`src/rtl/rtseq_pkg.sv`:
```
// Purpose: Shared constants for the reset time-out sequencer
// Assumes: 25 MHz core clock, AXI4-Lite register access
// Notes: Offsets are byte addresses of aligned 32-bit words
package rtseq_pkg;
    localparam int CLK_HZ = 25000000;
    localparam int PWRUP_MS = 72;
    localparam int PWRUP_CYC = (PWRUP_MS * (CLK_HZ / 1000));
    localparam int OSC_CYC = 1024;
    localparam int OSC_W = 11;
    localparam int PWR_W = 21;
    // Register byte offsets
    localparam logic [3:0] REG_POWER_CONTROL_STATUS = 4'h0;
    localparam logic [3:0] REG_STAT = 4'h4;
    localparam logic [3:0] REG_IRQ = 4'h8;
    localparam logic [3:0] REG_MASK = 4'hC;
    // Field positions
    localparam int BIT_BOR = 0;
    localparam int BIT_POR = 1;
    localparam int BIT_TO = 0;
    localparam int BIT_PD = 1;
    localparam int BIT_RUN = 2;
    // Interrupt event positions
    localparam int EV_POR = 0;
    localparam int EV_BOR = 1;
    localparam int EV_WDT = 2;
    localparam int EV_EXTERNAL_CLEAR_N = 3;
    localparam int EV_WAKE = 4;
    localparam int EV_W = 5;
    // Program counter start points
    localparam logic [12:0] PC_RESET = 13'h0000;
    localparam logic [12:0] PC_VECTOR = 13'h0004;
    localparam logic [1:0] RESP_OKAY = 2'h0;
    localparam logic [1:0] RESP_SLVERR = 2'h2;
    localparam logic [7:0] TRIS_INPUT = 8'hFF;
endpackage

```
`src/rtl/rtseq_sync.sv`:
```
// Purpose: Three-stage synchroniser with agreement filter
// Assumes: Input is asynchronous to core_clk_i
// Notes: Output changes only when stages two and three agree
`timescale 1ns/10ps
`default_nettype none
module rtseq_sync #(
    parameter logic INIT = 1'b0
) (
    // Clock and reset
    input wire logic core_clk_i,
    input wire logic sys_rst_i,
    // Data
    input wire logic async_i,
    output logic sync_o
);
    typedef struct packed {
        logic s1;
        logic s2;
        logic s3;
        logic out;
    } rtseq_sync_t;
    rtseq_sync_t st_ff;
    rtseq_sync_t nxt_st;

    always_comb begin
        nxt_st = st_ff;
        nxt_st.s1 = async_i;
        nxt_st.s2 = st_ff.s1;
        nxt_st.s3 = st_ff.s2;
        if (st_ff.s2 == st_ff.s3) begin
            nxt_st.out = st_ff.s3;
        end
    end

    always_ff @(posedge core_clk_i) begin
        if (sys_rst_i) begin
            st_ff <= {INIT, INIT, INIT, INIT};
        end else begin
            st_ff <= nxt_st;
        end
    end

    assign sync_o = st_ff.out;
endmodule
`default_nettype wire

```
`src/rtl/rtseq_tmr.sv`:
```
// Purpose: Down counter that holds done once its count expires
// Assumes: tick_i marks one period of the counted clock
// Notes: start_i reloads and restarts, overriding a running count
`timescale 1ns/10ps
`default_nettype none
module rtseq_tmr #(
    parameter int W = 11
) (
    // Clock and reset
    input wire logic core_clk_i,
    input wire logic sys_rst_i,
    // Control
    input wire logic start_i,
    input wire logic tick_i,
    input wire logic [W-1:0] load_i,
    output logic done_o
);
    typedef struct packed {
        logic [W-1:0] cnt;
        logic run;
    } rtseq_tmr_t;
    rtseq_tmr_t st_ff;
    rtseq_tmr_t nxt_st;

    always_comb begin
        nxt_st = st_ff;
        if (start_i) begin
            nxt_st.cnt = load_i;
            nxt_st.run = 1'b1;
        end else if (st_ff.run && tick_i) begin
            if (st_ff.cnt <= {{(W-1){1'b0}}, 1'b1}) begin
                nxt_st.run = 1'b0;
                nxt_st.cnt = '0;
            end else begin
                nxt_st.cnt = st_ff.cnt - {{(W-1){1'b0}}, 1'b1};
            end
        end
    end

    always_ff @(posedge core_clk_i) begin
        if (sys_rst_i) begin
            st_ff <= '0;
        end else begin
            st_ff <= nxt_st;
        end
    end

    assign done_o = ~st_ff.run & ~start_i;
endmodule
`default_nettype wire

```
`src/rtl/rtseq_top.sv`:
```
// Purpose: Reset time-out sequencing and reset-cause reporting
// Assumes: Detector and pin inputs asynchronous; osc and RC ticks are async levels
// Notes: Core is held in reset by core_reset_o until all delays complete
//
// Implementation choices: the AXI4-Lite slave port and the register offsets.
`timescale 1ns/10ps
`default_nettype none
module rtseq_top #(
    parameter int PWRUP_CYCLES = rtseq_pkg::PWRUP_CYC,
    parameter int OSC_CYCLES = rtseq_pkg::OSC_CYC
) (
    // Clock and reset
    input wire logic core_clk_i,
    input wire logic sys_rst_i,
    // Reset sources
    input wire logic external_clear_n_i,
    input wire logic power_on_i,
    input wire logic brown_out_i,
    input wire logic wdt_timeout_i,
    input wire logic wake_irq_i,
    input wire logic [7:0] wake_src_i,
    // Configuration and core state
    input wire logic brown_out_detect_enable_i,
    input wire logic power_up_delay_enable_n_i,
    input wire logic crystal_osc_mode_i,
    input wire logic high_speed_osc_mode_i,
    input wire logic low_power_osc_mode_i,
    input wire logic global_interrupt_enable_i,
    input wire logic sleep_i,
    input wire logic [12:0] pc_i,
    // Timebases
    input wire logic rc_tick_i,
    input wire logic osc_tick_i,
    // Core control
    output logic core_reset_o,
    output logic pc_load_o,
    output logic [12:0] pc_value_o,
    output logic [7:0] port_dir_o,
    output logic [7:0] wake_flags_o,
    output logic time_out_flag_o,
    output logic power_down_flag_o,
    output logic irq_o,
    // AXI4-Lite slave
    input wire logic [3:0] s_axi_awaddr,
    input wire logic s_axi_awvalid,
    output logic s_axi_awready,
    input wire logic [31:0] s_axi_wdata,
    input wire logic [3:0] s_axi_wstrb,
    input wire logic s_axi_wvalid,
    output logic s_axi_wready,
    output logic [1:0] s_axi_bresp,
    output logic s_axi_bvalid,
    input wire logic s_axi_bready,
    input wire logic [3:0] s_axi_araddr,
    input wire logic s_axi_arvalid,
    output logic s_axi_arready,
    output logic [31:0] s_axi_rdata,
    output logic [1:0] s_axi_rresp,
    output logic s_axi_rvalid,
    input wire logic s_axi_rready
);
    typedef enum logic [3:0] {
        SQ_HOLD = 4'h1,
        SQ_PWRUP = 4'h2,
        SQ_OSC = 4'h4,
        SQ_RUN = 4'h8
    } rtseq_state_t;

    typedef struct packed {
        rtseq_state_t sq;
        logic por_prev;
        logic bor_prev;
        logic external_clear_n_prev;
        logic wdt_prev;
        logic wake_prev;
        logic rc_prev;
        logic osc_prev;
        logic por_stat_n;
        logic bor_stat_n;
        logic to_f;
        logic pd_f;
        logic [rtseq_pkg::EV_W-1:0] irq_st;
        logic [rtseq_pkg::EV_W-1:0] irq_msk;
        logic core_rst;
        logic pc_load;
        logic [12:0] pc_val;
        logic [7:0] port_dir;
        logic [7:0] wflags;
        logic irq;
        logic [3:0] awaddr;
        logic aw_have;
        logic [31:0] wdata;
        logic [3:0] wstrb;
        logic w_have;
        logic bvalid;
        logic [1:0] bresp;
        logic rvalid;
        logic [31:0] rdata;
        logic [1:0] rresp;
    } rtseq_regs_t;

    rtseq_regs_t st_ff;
    rtseq_regs_t nxt_st;

    logic por_s, bor_s, external_clear_n_n_s, wdt_s, wake_s, rc_s, osc_s;
    logic pwr_start, osc_start, pwr_done, osc_done;
    logic rc_tick, osc_tick, crystal;
    logic por_rise, bor_rise, wdt_rise, wake_rise, external_clear_n_fall;

    // One synchroniser per asynchronous source
    localparam int NS = 7;
    logic [NS-1:0] as_in, as_out;
    assign as_in = {osc_tick_i, rc_tick_i, wake_irq_i, wdt_timeout_i,
                    external_clear_n_i, brown_out_i, power_on_i};
    assign {osc_s, rc_s, wake_s, wdt_s, external_clear_n_n_s, bor_s, por_s} = as_out;
    genvar gi;
    generate
        for (gi = 0; gi < NS; gi++) begin : g_sync
            rtseq_sync #(.INIT(1'b0)) u_sync (
                .core_clk_i(core_clk_i),
                .sys_rst_i(sys_rst_i),
                .async_i(as_in[gi]),
                .sync_o(as_out[gi])
            );
        end
    endgenerate

    assign rc_tick = rc_s & ~st_ff.rc_prev;
    assign osc_tick = osc_s & ~st_ff.osc_prev;
    assign por_rise = por_s & ~st_ff.por_prev;
    assign bor_rise = bor_s & ~st_ff.bor_prev & brown_out_detect_enable_i;
    assign wdt_rise = wdt_s & ~st_ff.wdt_prev;
    assign wake_rise = wake_s & ~st_ff.wake_prev;
    assign external_clear_n_fall = ~external_clear_n_n_s & st_ff.external_clear_n_prev;
    assign crystal = crystal_osc_mode_i | high_speed_osc_mode_i | low_power_osc_mode_i;

    // Power-up delay on RC ticks, oscillator count on osc ticks
    rtseq_tmr #(.W(rtseq_pkg::PWR_W)) u_pwr (
        .core_clk_i(core_clk_i),
        .sys_rst_i(sys_rst_i),
        .start_i(pwr_start),
        .tick_i(rc_tick),
        .load_i(rtseq_pkg::PWR_W'(PWRUP_CYCLES)),
        .done_o(pwr_done)
    );
    rtseq_tmr #(.W(rtseq_pkg::OSC_W)) u_osc (
        .core_clk_i(core_clk_i),
        .sys_rst_i(sys_rst_i),
        .start_i(osc_start),
        .tick_i(osc_tick),
        .load_i(rtseq_pkg::OSC_W'(OSC_CYCLES)),
        .done_o(osc_done)
    );

    function automatic logic [31:0] wr_merge(input logic [31:0] old, input logic [31:0] d,
                                            input logic [3:0] be);
        logic [31:0] r;
        r = old;
        for (int i = 0; i < 4; i++) begin
            if (be[i]) begin
                r[i*8 +: 8] = d[i*8 +: 8];
            end
        end
        return r;
    endfunction

    logic [31:0] wv;
    logic bor_hold;
    logic wake_go;
    logic [12:0] wake_pc;

    always_comb begin
        nxt_st = st_ff;
        pwr_start = 1'b0;
        osc_start = 1'b0;
        wv = '0;
        nxt_st.por_prev = por_s;
        nxt_st.bor_prev = bor_s;
        nxt_st.external_clear_n_prev = external_clear_n_n_s;
        nxt_st.wdt_prev = wdt_s;
        nxt_st.wake_prev = wake_s;
        nxt_st.rc_prev = rc_s;
        nxt_st.osc_prev = osc_s;
        nxt_st.pc_load = 1'b0;
        bor_hold = bor_s & brown_out_detect_enable_i;
        wake_go = 1'b0;
        wake_pc = rtseq_pkg::PC_RESET;

        // Sequencer
        case (st_ff.sq)
            SQ_HOLD: begin
                nxt_st.core_rst = 1'b1;
                // Leave hold once power-on pulse and brown-out have ended
                if (!por_s && !bor_hold) begin
                    if (!power_up_delay_enable_n_i) begin
                        pwr_start = 1'b1;
                        nxt_st.sq = SQ_PWRUP;
                    end else if (crystal && st_ff.to_f && st_ff.pd_f && !st_ff.bor_stat_n) begin
                        osc_start = 1'b1; // Brown-out without delay still waits osc
                        nxt_st.sq = SQ_OSC;
                    end else if (crystal && !st_ff.por_stat_n) begin
                        osc_start = 1'b1;
                        nxt_st.sq = SQ_OSC;
                    end else begin
                        nxt_st.sq = SQ_RUN; // RC with delay disabled: no time-out
                    end
                end
            end
            SQ_PWRUP: begin
                nxt_st.core_rst = 1'b1;
                if (pwr_done) begin
                    if (crystal) begin
                        osc_start = 1'b1; // Oscillator count follows the delay
                        nxt_st.sq = SQ_OSC;
                    end else begin
                        nxt_st.sq = SQ_RUN;
                    end
                end
            end
            SQ_OSC: begin
                if (osc_done) begin
                    nxt_st.sq = SQ_RUN;
                end
            end
            SQ_RUN: begin
                // Core runs only while the clear pin is high
                if (external_clear_n_n_s && st_ff.core_rst) begin
                    nxt_st.core_rst = 1'b0;
                    nxt_st.pc_load = 1'b1;
                    nxt_st.pc_val = rtseq_pkg::PC_RESET;
                end else if (!external_clear_n_n_s) begin
                    nxt_st.core_rst = 1'b1;
                end
            end
            default: begin
                nxt_st.sq = SQ_HOLD;
            end
        endcase

        // Wake resumes once the oscillator count ends; address latched at wake
        if (st_ff.sq == SQ_OSC && osc_done && !st_ff.core_rst) begin
            nxt_st.pc_load = 1'b1;
        end

        // Reset cause recording
        if (external_clear_n_fall) begin
            nxt_st.core_rst = 1'b1;
            nxt_st.port_dir = rtseq_pkg::TRIS_INPUT;
            nxt_st.irq_st[rtseq_pkg::EV_EXTERNAL_CLEAR_N] = 1'b1;
            if (sleep_i) begin
                nxt_st.to_f = 1'b1;
                nxt_st.pd_f = 1'b0;
            end
        end
        if (wdt_rise) begin
            nxt_st.irq_st[rtseq_pkg::EV_WDT] = 1'b1;
            if (sleep_i) begin
                nxt_st.to_f = 1'b0; // Watchdog wake clears both
                nxt_st.pd_f = 1'b0;
                wake_go = 1'b1;
                wake_pc = pc_i + 13'h0001;
            end else begin
                nxt_st.to_f = 1'b0;
                nxt_st.pd_f = 1'b1;
                nxt_st.core_rst = 1'b1;
                nxt_st.port_dir = rtseq_pkg::TRIS_INPUT;
                nxt_st.sq = SQ_RUN;
            end
        end
        if (wake_rise && sleep_i) begin
            nxt_st.irq_st[rtseq_pkg::EV_WAKE] = 1'b1;
            nxt_st.to_f = 1'b1;
            nxt_st.pd_f = 1'b0;
            nxt_st.wflags = st_ff.wflags | wake_src_i; // Source shown in flags
            wake_go = 1'b1;
            wake_pc = global_interrupt_enable_i ? rtseq_pkg::PC_VECTOR
                                                : pc_i + 13'h0001;
        end
        // Crystal wake waits the oscillator count only; resets below still win
        if (wake_go) begin
            nxt_st.pc_val = wake_pc;
            if (crystal) begin
                osc_start = 1'b1;
                nxt_st.sq = SQ_OSC;
            end else begin
                nxt_st.pc_load = 1'b1;
            end
        end
        if (bor_rise) begin
            nxt_st.bor_stat_n = 1'b0;
            nxt_st.to_f = 1'b1;
            nxt_st.pd_f = 1'b1;
            nxt_st.core_rst = 1'b1;
            nxt_st.port_dir = rtseq_pkg::TRIS_INPUT;
            nxt_st.irq_st[rtseq_pkg::EV_BOR] = 1'b1;
        end
        // Brown-out while delay runs restarts the whole hold
        if (bor_hold) begin
            nxt_st.sq = SQ_HOLD;
            nxt_st.core_rst = 1'b1;
        end
        if (por_rise) begin
            nxt_st.por_stat_n = 1'b0;
            nxt_st.to_f = 1'b1;
            nxt_st.pd_f = 1'b1;
            nxt_st.bor_stat_n = brown_out_detect_enable_i ? 1'b1 : st_ff.bor_stat_n;
            nxt_st.core_rst = 1'b1;
            nxt_st.port_dir = rtseq_pkg::TRIS_INPUT;
            nxt_st.wflags = '0;
            nxt_st.sq = SQ_HOLD;
            nxt_st.irq_st[rtseq_pkg::EV_POR] = 1'b1;
        end

        // AXI4-Lite write
        if (s_axi_awvalid && !st_ff.aw_have && !st_ff.bvalid) begin
            nxt_st.aw_have = 1'b1;
            nxt_st.awaddr = s_axi_awaddr;
        end
        if (s_axi_wvalid && !st_ff.w_have && !st_ff.bvalid) begin
            nxt_st.w_have = 1'b1;
            nxt_st.wdata = s_axi_wdata;
            nxt_st.wstrb = s_axi_wstrb;
        end
        if (st_ff.aw_have && st_ff.w_have) begin
            nxt_st.aw_have = 1'b0;
            nxt_st.w_have = 1'b0;
            nxt_st.bvalid = 1'b1;
            nxt_st.bresp = rtseq_pkg::RESP_OKAY;
            case (st_ff.awaddr)
                rtseq_pkg::REG_POWER_CONTROL_STATUS: begin
                    // Software sets the flags; hardware clear above wins
                    wv = wr_merge({30'h0, st_ff.por_stat_n, st_ff.bor_stat_n},
                                  st_ff.wdata, st_ff.wstrb);
                    if (!por_rise) begin
                        nxt_st.por_stat_n = wv[rtseq_pkg::BIT_POR];
                    end
                    if (!bor_rise && !por_rise) begin
                        nxt_st.bor_stat_n = wv[rtseq_pkg::BIT_BOR];
                    end
                end
                rtseq_pkg::REG_MASK: begin
                    wv = wr_merge({27'h0, st_ff.irq_msk}, st_ff.wdata, st_ff.wstrb);
                    nxt_st.irq_msk = wv[rtseq_pkg::EV_W-1:0];
                end
                rtseq_pkg::REG_STAT, rtseq_pkg::REG_IRQ: begin
                end
                default: begin
                    nxt_st.bresp = rtseq_pkg::RESP_SLVERR;
                end
            endcase
        end
        if (st_ff.bvalid && s_axi_bready) begin
            nxt_st.bvalid = 1'b0;
        end

        // AXI4-Lite read; interrupt register read clears, but a new event in that cycle wins
        if (s_axi_arvalid && !st_ff.rvalid) begin
            nxt_st.rvalid = 1'b1;
            nxt_st.rresp = rtseq_pkg::RESP_OKAY;
            nxt_st.rdata = '0;
            case (s_axi_araddr)
                rtseq_pkg::REG_POWER_CONTROL_STATUS: begin
                    nxt_st.rdata[rtseq_pkg::BIT_POR] = st_ff.por_stat_n;
                    nxt_st.rdata[rtseq_pkg::BIT_BOR] = st_ff.bor_stat_n;
                end
                rtseq_pkg::REG_STAT: begin
                    nxt_st.rdata[rtseq_pkg::BIT_TO] = st_ff.to_f;
                    nxt_st.rdata[rtseq_pkg::BIT_PD] = st_ff.pd_f;
                    nxt_st.rdata[rtseq_pkg::BIT_RUN] = ~st_ff.core_rst;
                end
                rtseq_pkg::REG_IRQ: begin
                    nxt_st.rdata[rtseq_pkg::EV_W-1:0] = st_ff.irq_st;
                    nxt_st.irq_st = nxt_st.irq_st & ~st_ff.irq_st;
                    nxt_st.irq_st = nxt_st.irq_st |
                        {wake_rise & sleep_i, external_clear_n_fall, wdt_rise, bor_rise, por_rise};
                end
                rtseq_pkg::REG_MASK: begin
                    nxt_st.rdata[rtseq_pkg::EV_W-1:0] = st_ff.irq_msk;
                end
                default: begin
                    nxt_st.rresp = rtseq_pkg::RESP_SLVERR;
                end
            endcase
        end else if (st_ff.rvalid && s_axi_rready) begin
            nxt_st.rvalid = 1'b0;
        end
        nxt_st.irq = |(nxt_st.irq_st & nxt_st.irq_msk);
    end

    always_ff @(posedge core_clk_i) begin
        if (sys_rst_i) begin
            st_ff <= '0;
            st_ff.sq <= SQ_HOLD;
            st_ff.core_rst <= 1'b1;
            st_ff.external_clear_n_prev <= 1'b0;
            st_ff.por_stat_n <= 1'b0;
            st_ff.bor_stat_n <= 1'b1;
            st_ff.to_f <= 1'b1;
            st_ff.pd_f <= 1'b1;
            st_ff.port_dir <= rtseq_pkg::TRIS_INPUT;
        end else begin
            st_ff <= nxt_st;
        end
    end

    assign core_reset_o = st_ff.core_rst;
    assign pc_load_o = st_ff.pc_load;
    assign pc_value_o = st_ff.pc_val;
    assign port_dir_o = st_ff.port_dir;
    assign wake_flags_o = st_ff.wflags;
    assign time_out_flag_o = st_ff.to_f;
    assign power_down_flag_o = st_ff.pd_f;
    assign irq_o = st_ff.irq;
    assign s_axi_awready = ~st_ff.aw_have & ~st_ff.bvalid;
    assign s_axi_wready = ~st_ff.w_have & ~st_ff.bvalid;
    assign s_axi_bvalid = st_ff.bvalid;
    assign s_axi_bresp = st_ff.bresp;
    assign s_axi_arready = ~st_ff.rvalid;
    assign s_axi_rvalid = st_ff.rvalid;
    assign s_axi_rdata = st_ff.rdata;
    assign s_axi_rresp = st_ff.rresp;
endmodule
`default_nettype wire
```
`config.mk`:
```
export PLATFORM = sky130hd
export DESIGN_NAME = rtseq_top
export DESIGN_NICKNAME = d
export VERILOG_FILES = /design/src/rtl/rtseq_pkg.sv /design/src/rtl/rtseq_sync.sv /design/src/rtl/rtseq_tmr.sv /design/src/rtl/rtseq_top.sv
export SDC_FILE = /design/constraint.sdc
export NUM_CORES = 1
export LEC_CHECK = 0
export ABC_AREA = 1
export BUFFER_PORTS_ARGS = -buffer_cell sky130_fd_sc_hd__buf_2
export CORE_MARGIN = 2
export CORE_UTILIZATION = 48
export DETAILED_ROUTE_END_ITERATION = 8
export PLACE_DENSITY_LB_ADDON = 0.05
export SYNTH_ARGS = -nofsm -noshare
export SYNTH_HDL_FRONTEND = slang
export SYNTH_SLANG_ARGS = --single-unit
```
`constraint.sdc`:
```
create_clock -name core_clk_i -period 1.3 [get_ports core_clk_i]
set_input_delay 0.065 -clock core_clk_i [delete_from_list [all_inputs] [get_ports core_clk_i]]
set_output_delay 0.065 -clock core_clk_i [all_outputs]
set_load 0.05 [all_outputs]
```
### Word-level counts from Yosys, hierarchy flattened

Cells that the tools add are included.

| operators by class | value |
|---|---|
| $add $sub $neg | 3 |
| $lt $le $gt $ge | 2 |
| equality and inequality tests | 19 |
| mux-type cells | 82 |
| bitwise logic cells | 37 |
| reductions and logical operators | 62 |

Operator list:

| operator | number |
|---|---|
| two-way mux 13 bit | 4 |
| two-way mux 4 bit | 12 |
| two-way mux 22 bit | 2 |
| two-way mux 14 bit | 3 |
| two-way mux 1 bit | 33 |
| two-way mux 5 bit | 5 |
| two-way mux 12 bit | 2 |
| two-way mux 8 bit | 3 |
| <= comparator 21 x 1 -> 1 bit, second input constant | 1 |
| two-way mux 21 bit | 1 |
| subtractor 21 x 1 -> 21 bit, second input constant | 1 |
| == test 4 bit, second input constant | 5 |
| logical AND 1 bit | 20 |
| nonzero test 2 bit | 9 |
| two-way mux 2 bit | 8 |
| inverter 1 bit | 16 |
| case mux 4 bit (4 select lines) | 1 |
| OR reduction 4 bit | 4 |
| bitwise AND 1 bit | 14 |
| adder 13 x 1 -> 13 bit, second input constant | 1 |
| == test 4 x 3 -> 1 bit, second input constant | 3 |
| OR reduction 2 bit | 6 |
| <= comparator 11 x 1 -> 1 bit, second input constant | 1 |
| logical NOT 1 bit | 11 |
| 21 further kinds | 39 |

| storage, ports and cells | value |
|---|---|
| flip-flop bits (word level) | 142 |
| bits of input ports | 86 |
| output and inout bits | 75 |
| word-level logic and storage cells | 269 |

### Logic depth before layout (Yosys ltp)

Gate-level depths: netlist (run 1).

| depth | value |
|---|---|
| depth after elaboration | 19 |
| gate-level depth with buffers | 11 |
| mapped depth without buffers | 11 |

### By module

From an unflattened synthesis (run 1), not the netlist that was laid out.

| unflattened totals | value |
|---|---|
| cell total of the unflattened synthesis | 1066 |
| area total of the unflattened synthesis | 7382.1 µm² |

By module, submodules not included:

| module | instances | cells each | area each (µm²) | seq. area each (µm²) |
|---|---|---|---|---|
| rtseq_top | 1 | 543 | 3891.2 | 1561.5 |
| rtseq_tmr at u_pwr | 1 | 290 | 1752.9 | 440.4 |
| rtseq_tmr at u_osc | 1 | 142 | 888.4 | 240.2 |
| rtseq_sync | 7 | 13 | 121.4 | 80.1 |

### Least setup slack after synthesis (run 1)

No wires, ideal clock.

| timing | value |
|---|---|
| path type | flip-flop to flip-flop |
| start | reg st_ff (netlist bit s_axi_bvalid) |
| end | reg st_ff[76] (netlist name) |
| setup time | 124 ps |
| arrival | 1830 ps |
| required time | 1176 ps |
| setup slack | -653 ps |
| cell stages (with the launch flop) | 5 |
| buffers on the path | 0 |
| clock period less this slack | 1953 ps |
| cells stage by stage | dfxtp_1 nor2_1 nand2_1 o21ai_0 a21oi_1 |

| between the ends | value |
|---|---|
| word-level cells in the longest chain between the ends | 2 |

RTL lines:

| what | line | text |
|---|---|---|
| from (decl) | rtseq_top.sv:102 | `rtseq_regs_t st_ff;` |
| from (signal assigned) | rtseq_top.sv:402 | `st_ff <= nxt_st;` |
| logical NOT 1 bit | rtseq_top.sv:315 | `if (s_axi_awvalid && !st_ff.aw_have && !st_ff.bvalid) begin` |
| logical AND 1 bit | rtseq_top.sv:315 |  |

Every way passes these cells.
A chain may end at the register's enable or synchronous reset.

### Worst setup path after layout (run 1)

| timing | value |
|---|---|
| start | reg u_pwr.st_ff[11] (netlist name) |
| end | reg u_pwr.st_ff[20] (netlist name) |

| between the ends | value |
|---|---|
| word-level cells in the longest chain between the ends | 4 |
| elaborated cells between the ends (all ways) | 5 |
| classes of those cells | add/sub (1); order compare (1); mux (3) |

RTL lines:

| what | line | text |
|---|---|---|
| from (decl) | rtseq_tmr.sv:22 | `rtseq_tmr_t st_ff;` |
| from (signal assigned) | rtseq_tmr.sv:44 | `st_ff <= nxt_st;` |
| subtractor 21 x 1 -> 21 bit or <= comparator 21 x 1 -> 1 bit (tied branches) | rtseq_tmr.sv:35, rtseq_tmr.sv:31 |  |
| two-way mux 21 bit (*) | rtseq_tmr.sv:31 | `if (st_ff.cnt <= {{(W-1){1'b0}}, 1'b1}) begin` |
| two-way mux 22 bit (*) | rtseq_tmr.sv:30 | `end else if (st_ff.run && tick_i) begin` |
| two-way mux 22 bit (*) | rtseq_tmr.sv:27 | `if (start_i) begin` |

Mark *: on every way between the ends. The rest lies on a longest branch, timed or not. The select of a mux whose other input is x is not followed.

==> impl_metrics.tcl, run 1 <==
set metrics [dict create \
    status "complete, but fails checks" \
    violations "negative setup slack" \
    start_util 0.489 \
    hold_start "pc_i[11]" \
    antenna_found_initial 0 \
    min_path_type "input pin to flop" \
    p_leak_uw 0.00431 \
    synth_async_sr_flop_share 0 \
    ys_warn_count 0 \
    viasPerCell 4.75 \
    hold_viol_final 0 \
    cap_violations 0 \
    synth_seq_cells 140 \
    crit_path_max_fanout 3 \
    critical_path_required_ns 1.65 \
    routedWlPerCell_microns 12.9 \
    worst-r2r-setup-slack_ns -0.17 \
    grt_pass1_vias 5946 \
    die_h_microns 120 \
    pin_count 161 \
    tightest_slew_ns 0.513 \
    fin_skew_ns 0.00829 \
    htreeDepth 4 \
    route.detailed.drc 0 \
    setup_viol 52 \
    post-route-util 0.720 \
    cts_tree "yes" \
    syn-cell-area_sq_um 6450 \
    grt_max_degree 41 \
    synth_top_area_share 0.434 \
    rows 42 \
    r2r_end "u_pwr.st_ff[20]$_SDFFE_PP0P_" \
    synth_area_leaders "dfxtp_1, nand2_1, nor2_1" \
    start_kind "flop" \
    place_area_sq_um 7520 \
    syn_avg_cell_area_sq_um 7.36 \
    rsz0062_at_grt "true" \
    max-vdd-ir-drop_mv 1.65 \
    fin_crit_ns 1.47 \
    path_clk_slew_ns 0.06 \
    worst_setup_path_end_kind "flop" \
    finalPower_uw 12100 \
    relSlewSlack 0.658 \
    r2r_start "u_pwr.st_ff[11]$_SDFFE_PP0P_" \
    fin_area_sq_um 9500 \
    port_buffers 101 \
    clk_latency_ns 0.42 \
    fmax_mhz 680 \
    hpwl_microns 10800 \
    min_path_cells 4 \
    ant_nets 0 \
    hold-worst-slack_ns 0.0169 \
    arrival_ns 1.82 \
    synth_edf_count 0 \
    dp_slack_ns -0.216 \
    cts_sinks 140 \
    min_delay_worst_endpoint "pc_value_o[12]$_SDFFE_PP0P_" \
    design.core.area_sq_um 13200 \
    post-route-period-util 1.13 \
    drtIter0Drc 297 \
    grt_pass1_wl_microns 26100 \
    timing.final.ws_setup_ns -0.170 \
    yosys.area.top_type "dfxtp_1" \
    synthFlopType "dfxtp_1" \
    cts_buffers 17 \
    cts_root_buf "clkbuf_16" \
    drt-pass1-iter-count 4 \
    grt_usage 0.223 \
    p_per_area_nw_per_um2 1280 \
    fin_nets 1191 \
    via_count 6125 \
    syn_inst 877 \
    drive_above_1_share 0.412 \
    r2r_cells 9 \
    synth.distinct_cells 49 \
    place_congestion 0.906 \
    clockBufferDepth 2 \
    dieArea_sq_um 14400 \
    slew_violations 0 \
    wl_microns 16700 \
    chipWidth_microns 120 \
    grt-ovfl-total 0 \
    area_delta_synth_final_pct 47.2 \
    seq_area_frac_synth 0.434 \
    critPathKind "flop to flop" \
    insertedDiodeCount 0 \
]
==> metrics by stage <==
stage               setup TNS (ns)  std cells
finish                       -3.37       1289
global route                 -8.05       1289
global placement             -5.39       1195
detailed placement           -7.18       1195
floorplan                   -0.524        905
CTS                          -2.57       1278
==> Yosys cell counts (all sizes together) (10+ instances only) <==
cell type,n
a21oi,77
buf,73
dfxtp,140
inv,133
nand2,145
nand3,35
nand4,10
nor2,147
nor3,10
o21ai,27
xor2,21
==> cell usage in the layout, fill, tap and decap left out, types with 4 or more instances in the layout <==
cell	synthesis	routed
xnor2_1	6	4
buf_4	65	105
a31oi_1	6	6
nand2_1	141	101
xor2_1	21	21
nand2_2	4	32
dfxtp_1	140	111
nor2_1	140	94
conb_1	1	29
nand4_1	9	9
dfxtp_2	0	19
buf_6	1	16
inv_2	5	21
a21oi_1	76	67
a21oi_2	1	10
nand2_4	0	12
nand3_4	0	4
clkinv_4	0	5
buf_2	2	97
nand3_1	35	27
inv_1	128	103
dfxtp_4	0	10
nor2_2	5	25
nor3_2	0	4
nor2_4	2	28
nor3_4	3	6
dlygate4sd3_1	0	34
clkbuf_16	0	18
clkinvlp_4	0	4
inv_4	0	7
nand3_2	0	4
o21ai_1	0	8
o21ai_0	25	16
==> worst max-delay path: stages, from the launching register on <==
cell and delay, ns:
dfxtp_2 0.34, nor2_2 0.14, nand2_2 0.09, nor2_4 0.13, nand2_2 0.07, nor2_2 0.12
nand2_1 0.07, xor2_1 0.15, nand2_1 0.11, a21oi_2 0.16
==> worst max-delay path by stage <==
stage	startpoint	to	slack, ns
6_report	u_pwr.st_ff[11]$_SDFFE_PP0P_	u_pwr.st_ff[20]$_SDFFE_PP0P_	-0.17
5_1_grt	u_pwr.st_ff[9]$_SDFFE_PP0P_	u_pwr.st_ff[18]$_SDFFE_PP0P_	-0.23
4_1_cts	g_sync[1].u_sync.sync_o$_SDFFE_PP0N_	u_osc.st_ff[4]$_SDFFE_PP0P_	-0.1
3_5_place_dp	st_ff[135]$_SDFF_PP0_	pc_load_o$_SDFF_PP0_	-0.22
3_3_place_gp	st_ff[135]$_SDFF_PP0_	pc_load_o$_SDFF_PP0_	-0.22
2_1_floorplan	s_axi_rvalid$_SDFFE_PP0P_	irq_o$_SDFF_PP0_	-0.17
==> final cells by class <==
type | instances | area, sq um
fillers | 1018 | 3690
multi-input cells | 552 | 3420
flip-flops and latches | 140 | 2860
repair buffers | 254 | 1830
inverters | 134 | 533
clock buffers | 20 | 458
well taps | 176 | 220
clock inverters | 12 | 163
repair inverters | 1 | 7.51
==> repair_timing <==
action / in CTS / in global routing
cloned: 1 / 1
setup buffers: 15 / 12
hold buffers: 35 / 0
endpoints found under the setup margin: 64 / 72
endpoints found under the hold margin: 35 / 0
pin swaps: 47 / 61
gates resized for setup: 115 / 139
==> routing by layer <==
metal / vias up / global-route usage / part of all wire
li1: 3113 / - / -
met1: 2845 / 0.257 / 0.42
met4: 0 / 0.0757 / 0.018
met2: 136 / 0.401 / 0.52
met3: 31 / 0.0551 / 0.039
met5: - / 0 / 0
==> kinds of logic after synthesis <==
family,share of synthesized area
simple gates,0.241
buf+inv,0.163
flops,0.434
compound gates,0.115
xor+xnor,0.0367
fa+ha+maj,0.00970
other cells,0.000581
==> report_power, final <==
part	total [uW]	switching, uW	leakage (uW)	internal (uW)
clock	5030	1880	0.000296	3150
sequential	4630	153	0.00115	4470
combinational	2470	1420	0.00286	1050
==> sequential cells by signal, indices dropped and copies added, names as in the netlist, 7 cells and up <==
register and cells:
g_sync.u_sync.nxt_st 14, g_sync.u_sync.st_ff 7, g_sync.u_sync.sync_o 7, pc_value_o 13, port_dir_o 8, st_ff 35
u_osc.st_ff 12, u_pwr.st_ff 22, wake_flags_o 8
(Power assumes the default switching activity.)
==> run 2, diff against run 1 <==
--- a/config.mk
+++ b/config.mk
@@ -5,11 +5,10 @@
 export SDC_FILE = /design/constraint.sdc
 export NUM_CORES = 1
 export LEC_CHECK = 0
-export ABC_AREA = 1
-export BUFFER_PORTS_ARGS = -buffer_cell sky130_fd_sc_hd__buf_2
 export CORE_MARGIN = 2
-export CORE_UTILIZATION = 48
+export CORE_UTILIZATION = 55
 export DETAILED_ROUTE_END_ITERATION = 8
+export DONT_BUFFER_PORTS = 1
 export PLACE_DENSITY_LB_ADDON = 0.05
 export SYNTH_ARGS = -nofsm -noshare
 export SYNTH_HDL_FRONTEND = slang
==> impl_metrics.tcl, run 2 <==
set metrics [dict create \
    timing.final.ws_setup_ns -0.639 \
    yosys.area.top_type "dfxtp_1" \
    synthTopCellsByCount "dfxtp_1, nor2_1, buf_4, a21oi_1, nand2_1" \
    crit_chain "or4_4, nor4_4, or3b_1, or3_1, a31oi_1" \
    hold_viol_final 70 \
    drive_above_1_share 0.443 \
    worst_setup_path_end_kind "flop" \
    wl_met2_microns 9070 \
    dp_slack_ns -0.690 \
    path_clk_slew_ns 0.06 \
    routedWlPerCell_microns 17.0 \
    critPathKind "flop to flop" \
    final_cells 1033 \
    top_register "st_ff" \
    ys_warn_count 0 \
    drtIter0Drc 344 \
    hold_buffers 43 \
    grt_max_degree 98 \
    syn_avg_cell_area_sq_um 8.96 \
    critical_path_required_ns 1.78 \
    cts_tree "yes" \
    die_h_microns 110 \
    fmax_mhz 516 \
    via_count 5633 \
    clockBufferDepth 2 \
    port_buffers 0 \
    dieArea_sq_um 12100 \
    drt-pass1-iter-count 5 \
    synthFlopType "dfxtp_1" \
    syn-cell-area_sq_um 6170 \
    p_per_area_nw_per_um2 1340 \
    relSlewSlack 0.641 \
    fin_area_sq_um 9430 \
    path_buf_inv 0 \
    chipWidth_microns 110 \
    place_area_sq_um 7470 \
    cts_sinks 140 \
    wl_met3_microns 958 \
    yosysMostFrequentCell "dfxtp_1" \
    p_leak_uw 0.00387 \
    area_delta_synth_final_pct 52.7 \
    route.detailed.drc 0 \
    viasPerCell 5.45 \
    violations "negative hold slack, negative setup slack" \
    fin_crit_ns 1.94 \
    largest_reg_flops 35 \
    cpPeakStageDelay_ns 0.56 \
    synth_async_sr_flop_share 0 \
    crit_path_max_fanout 2 \
    syn_inst 689 \
    wl_met1_microns 6990 \
    setup_viol 71 \
    crit_slowest_cell "or4_4" \
    status "complete, but fails checks" \
    htreeDepth 4 \
    synth_area_leaders "dfxtp_1, buf_4, nor2_1" \
    antenna_found_initial 0 \
    insertedDiodeCount 0 \
    grt-ovfl-total 0 \
    seq_area_frac_synth 0.454 \
    grt_usage 0.272 \
    cts_buffers 17 \
    cp_top_family "simple AND/OR/NAND/NOR gates" \
    fin_skew_ns 0.00723 \
    fill_cells 536 \
    tightest_slew_ns 0.534 \
    place_congestion 0.887 \
    finalPower_uw 12600 \
    final_cell_mix "buf_4, dfxtp_1, nor2_1" \
    hpwl_microns 10000 \
    synth_top_area_share 0.454 \
    hold-worst-slack_ns -0.402 \
    arrival_ns 2.42 \
    dp_cells 936 \
    cts_root_buf "clkbuf_8" \
    start_kind "flop" \
    rows 38 \
    pin_count 161 \
    design.core.area_sq_um 10900 \
    start_util 0.567 \
    synth_seq_cells 140 \
    fin_nets 972 \
    cap_violations 0 \
    post-route-period-util 1.49 \
    grt_pass1_vias 5437 \
    min_path_type "input pin to flop" \
    slew_violations 0 \
    final_common_cell "buf_4" \
    rsz0062_at_grt "true" \
    wl_microns 17600 \
    max-vdd-ir-drop_mv 1.11 \
    clk_latency_ns 0.55 \
    grt_pass1_wl_microns 25400 \
    ant_nets 0 \
    synth.distinct_cells 65 \
    top_layer "met4" \
    synth_edf_count 0 \
]
==> run 2: cell types whose count changed in the layout (fill, tap and decap cells not counted), moves of 15 or more <==
cell / before / now
buf_2: 97 / 0
inv_1: 103 / 10
nand2_1: 101 / 29
buf_4: 105 / 151
a21oi_1: 67 / 31
nor2b_1: 0 / 32
nor2_1: 94 / 64
nand2_2: 32 / 3
nand3_1: 27 / 6
inv_2: 21 / 2
nor2_4: 28 / 9
mux2i_1: 0 / 15
nor3_1: 0 / 15
==> run 2: report_power, final <==
part | internal, uW | leakage, uW | switching [uW]
Clock | 3400 | 0.000311 | 1850
Combinational | 1320 | 0.00241 | 1390
Sequential | 4490 | 0.00115 | 152
Total | 9210 | 0.00387 | 3390
==> run 2: cells by family (layout without fill, tap and decap cells) <==
logic type	count (synthesis)	count (layout)	synth area share
multiplexers	23	23	0.0416
other	1	29	0.000608
AND/OR/NAND/NOR	271	272	0.229
adder cells (fa/ha/maj)	5	5	0.0101
flip-flops	140	140	0.454
AO/OA/AOI/OAI	120	120	0.123
buffers and inverters	102	277	0.103
XOR/XNOR	27	27	0.0383
==> run 2: timing repair <==
| item | 4_1_cts | 5_1_grt |
|---|---|---|
| setup buffers | 17 | 13 |
| gates cloned | 1 | 1 |
| endpoints found under the setup margin | 82 | 85 |
| pin swaps | 37 | 32 |
| resized for setup | 113 | 75 |
| endpoints found under the hold margin | 119 | 69 |
==> run 2: per-layer routing <==
layer  up-vias  global-route usage
met1      2727               0.318
met5         -                   0
met3        57              0.0771
met2       174               0.467
met4         0               0.108
li1       2675                   -
==> run 2: through the flow <==
step / util / TNS [ns]
global route: 0.866 / -25.26
global placement: 0.686 / -17.47
floorplan: - / -11.26
finish: 0.866 / -21.59
detailed placement: 0.686 / -19.74
CTS: 0.833 / -17.66
==> run 2: area by class of cell <==
cell class / count / area [sq um] / area share
Sequential cell: 140 / 2850 / 0.302
Clock buffer: 20 / 445 / 0.0473
Multi-Input combinational cell: 476 / 3650 / 0.387
Inverter: 13 / 56.3 / 0.00597
Clock inverter: 11 / 190 / 0.0202
Tap cell: 140 / 175 / 0.0186
Timing Repair Buffer: 233 / 2070 / 0.219
==> run 2: path summary, 6_finish.rpt <==
| path | startpoint | endpoint | slack, ns | depth (start not counted) |
|---|---|---|---|---|
| worst max-delay path | u_osc.st_ff[4]$_SDFFE_PP0P_ | u_osc.st_ff[11]$_SDFFE_PP0P_ | -0.64 | 5 |
| worst min-delay path | sys_rst_i | u_pwr.st_ff[21]$_SDFFE_PP0P_ | -0.40 | 1 |
| worst max register to register | u_osc.st_ff[4]$_SDFFE_PP0P_ | u_osc.st_ff[11]$_SDFFE_PP0P_ | -0.64 | 5 |
| worst min register to register | g_sync[2].u_sync.st_ff[1]$_SDFF_PP0_ | g_sync[2].u_sync.sync_o$_SDFFE_PP0N_ | 0.45 | 2 |
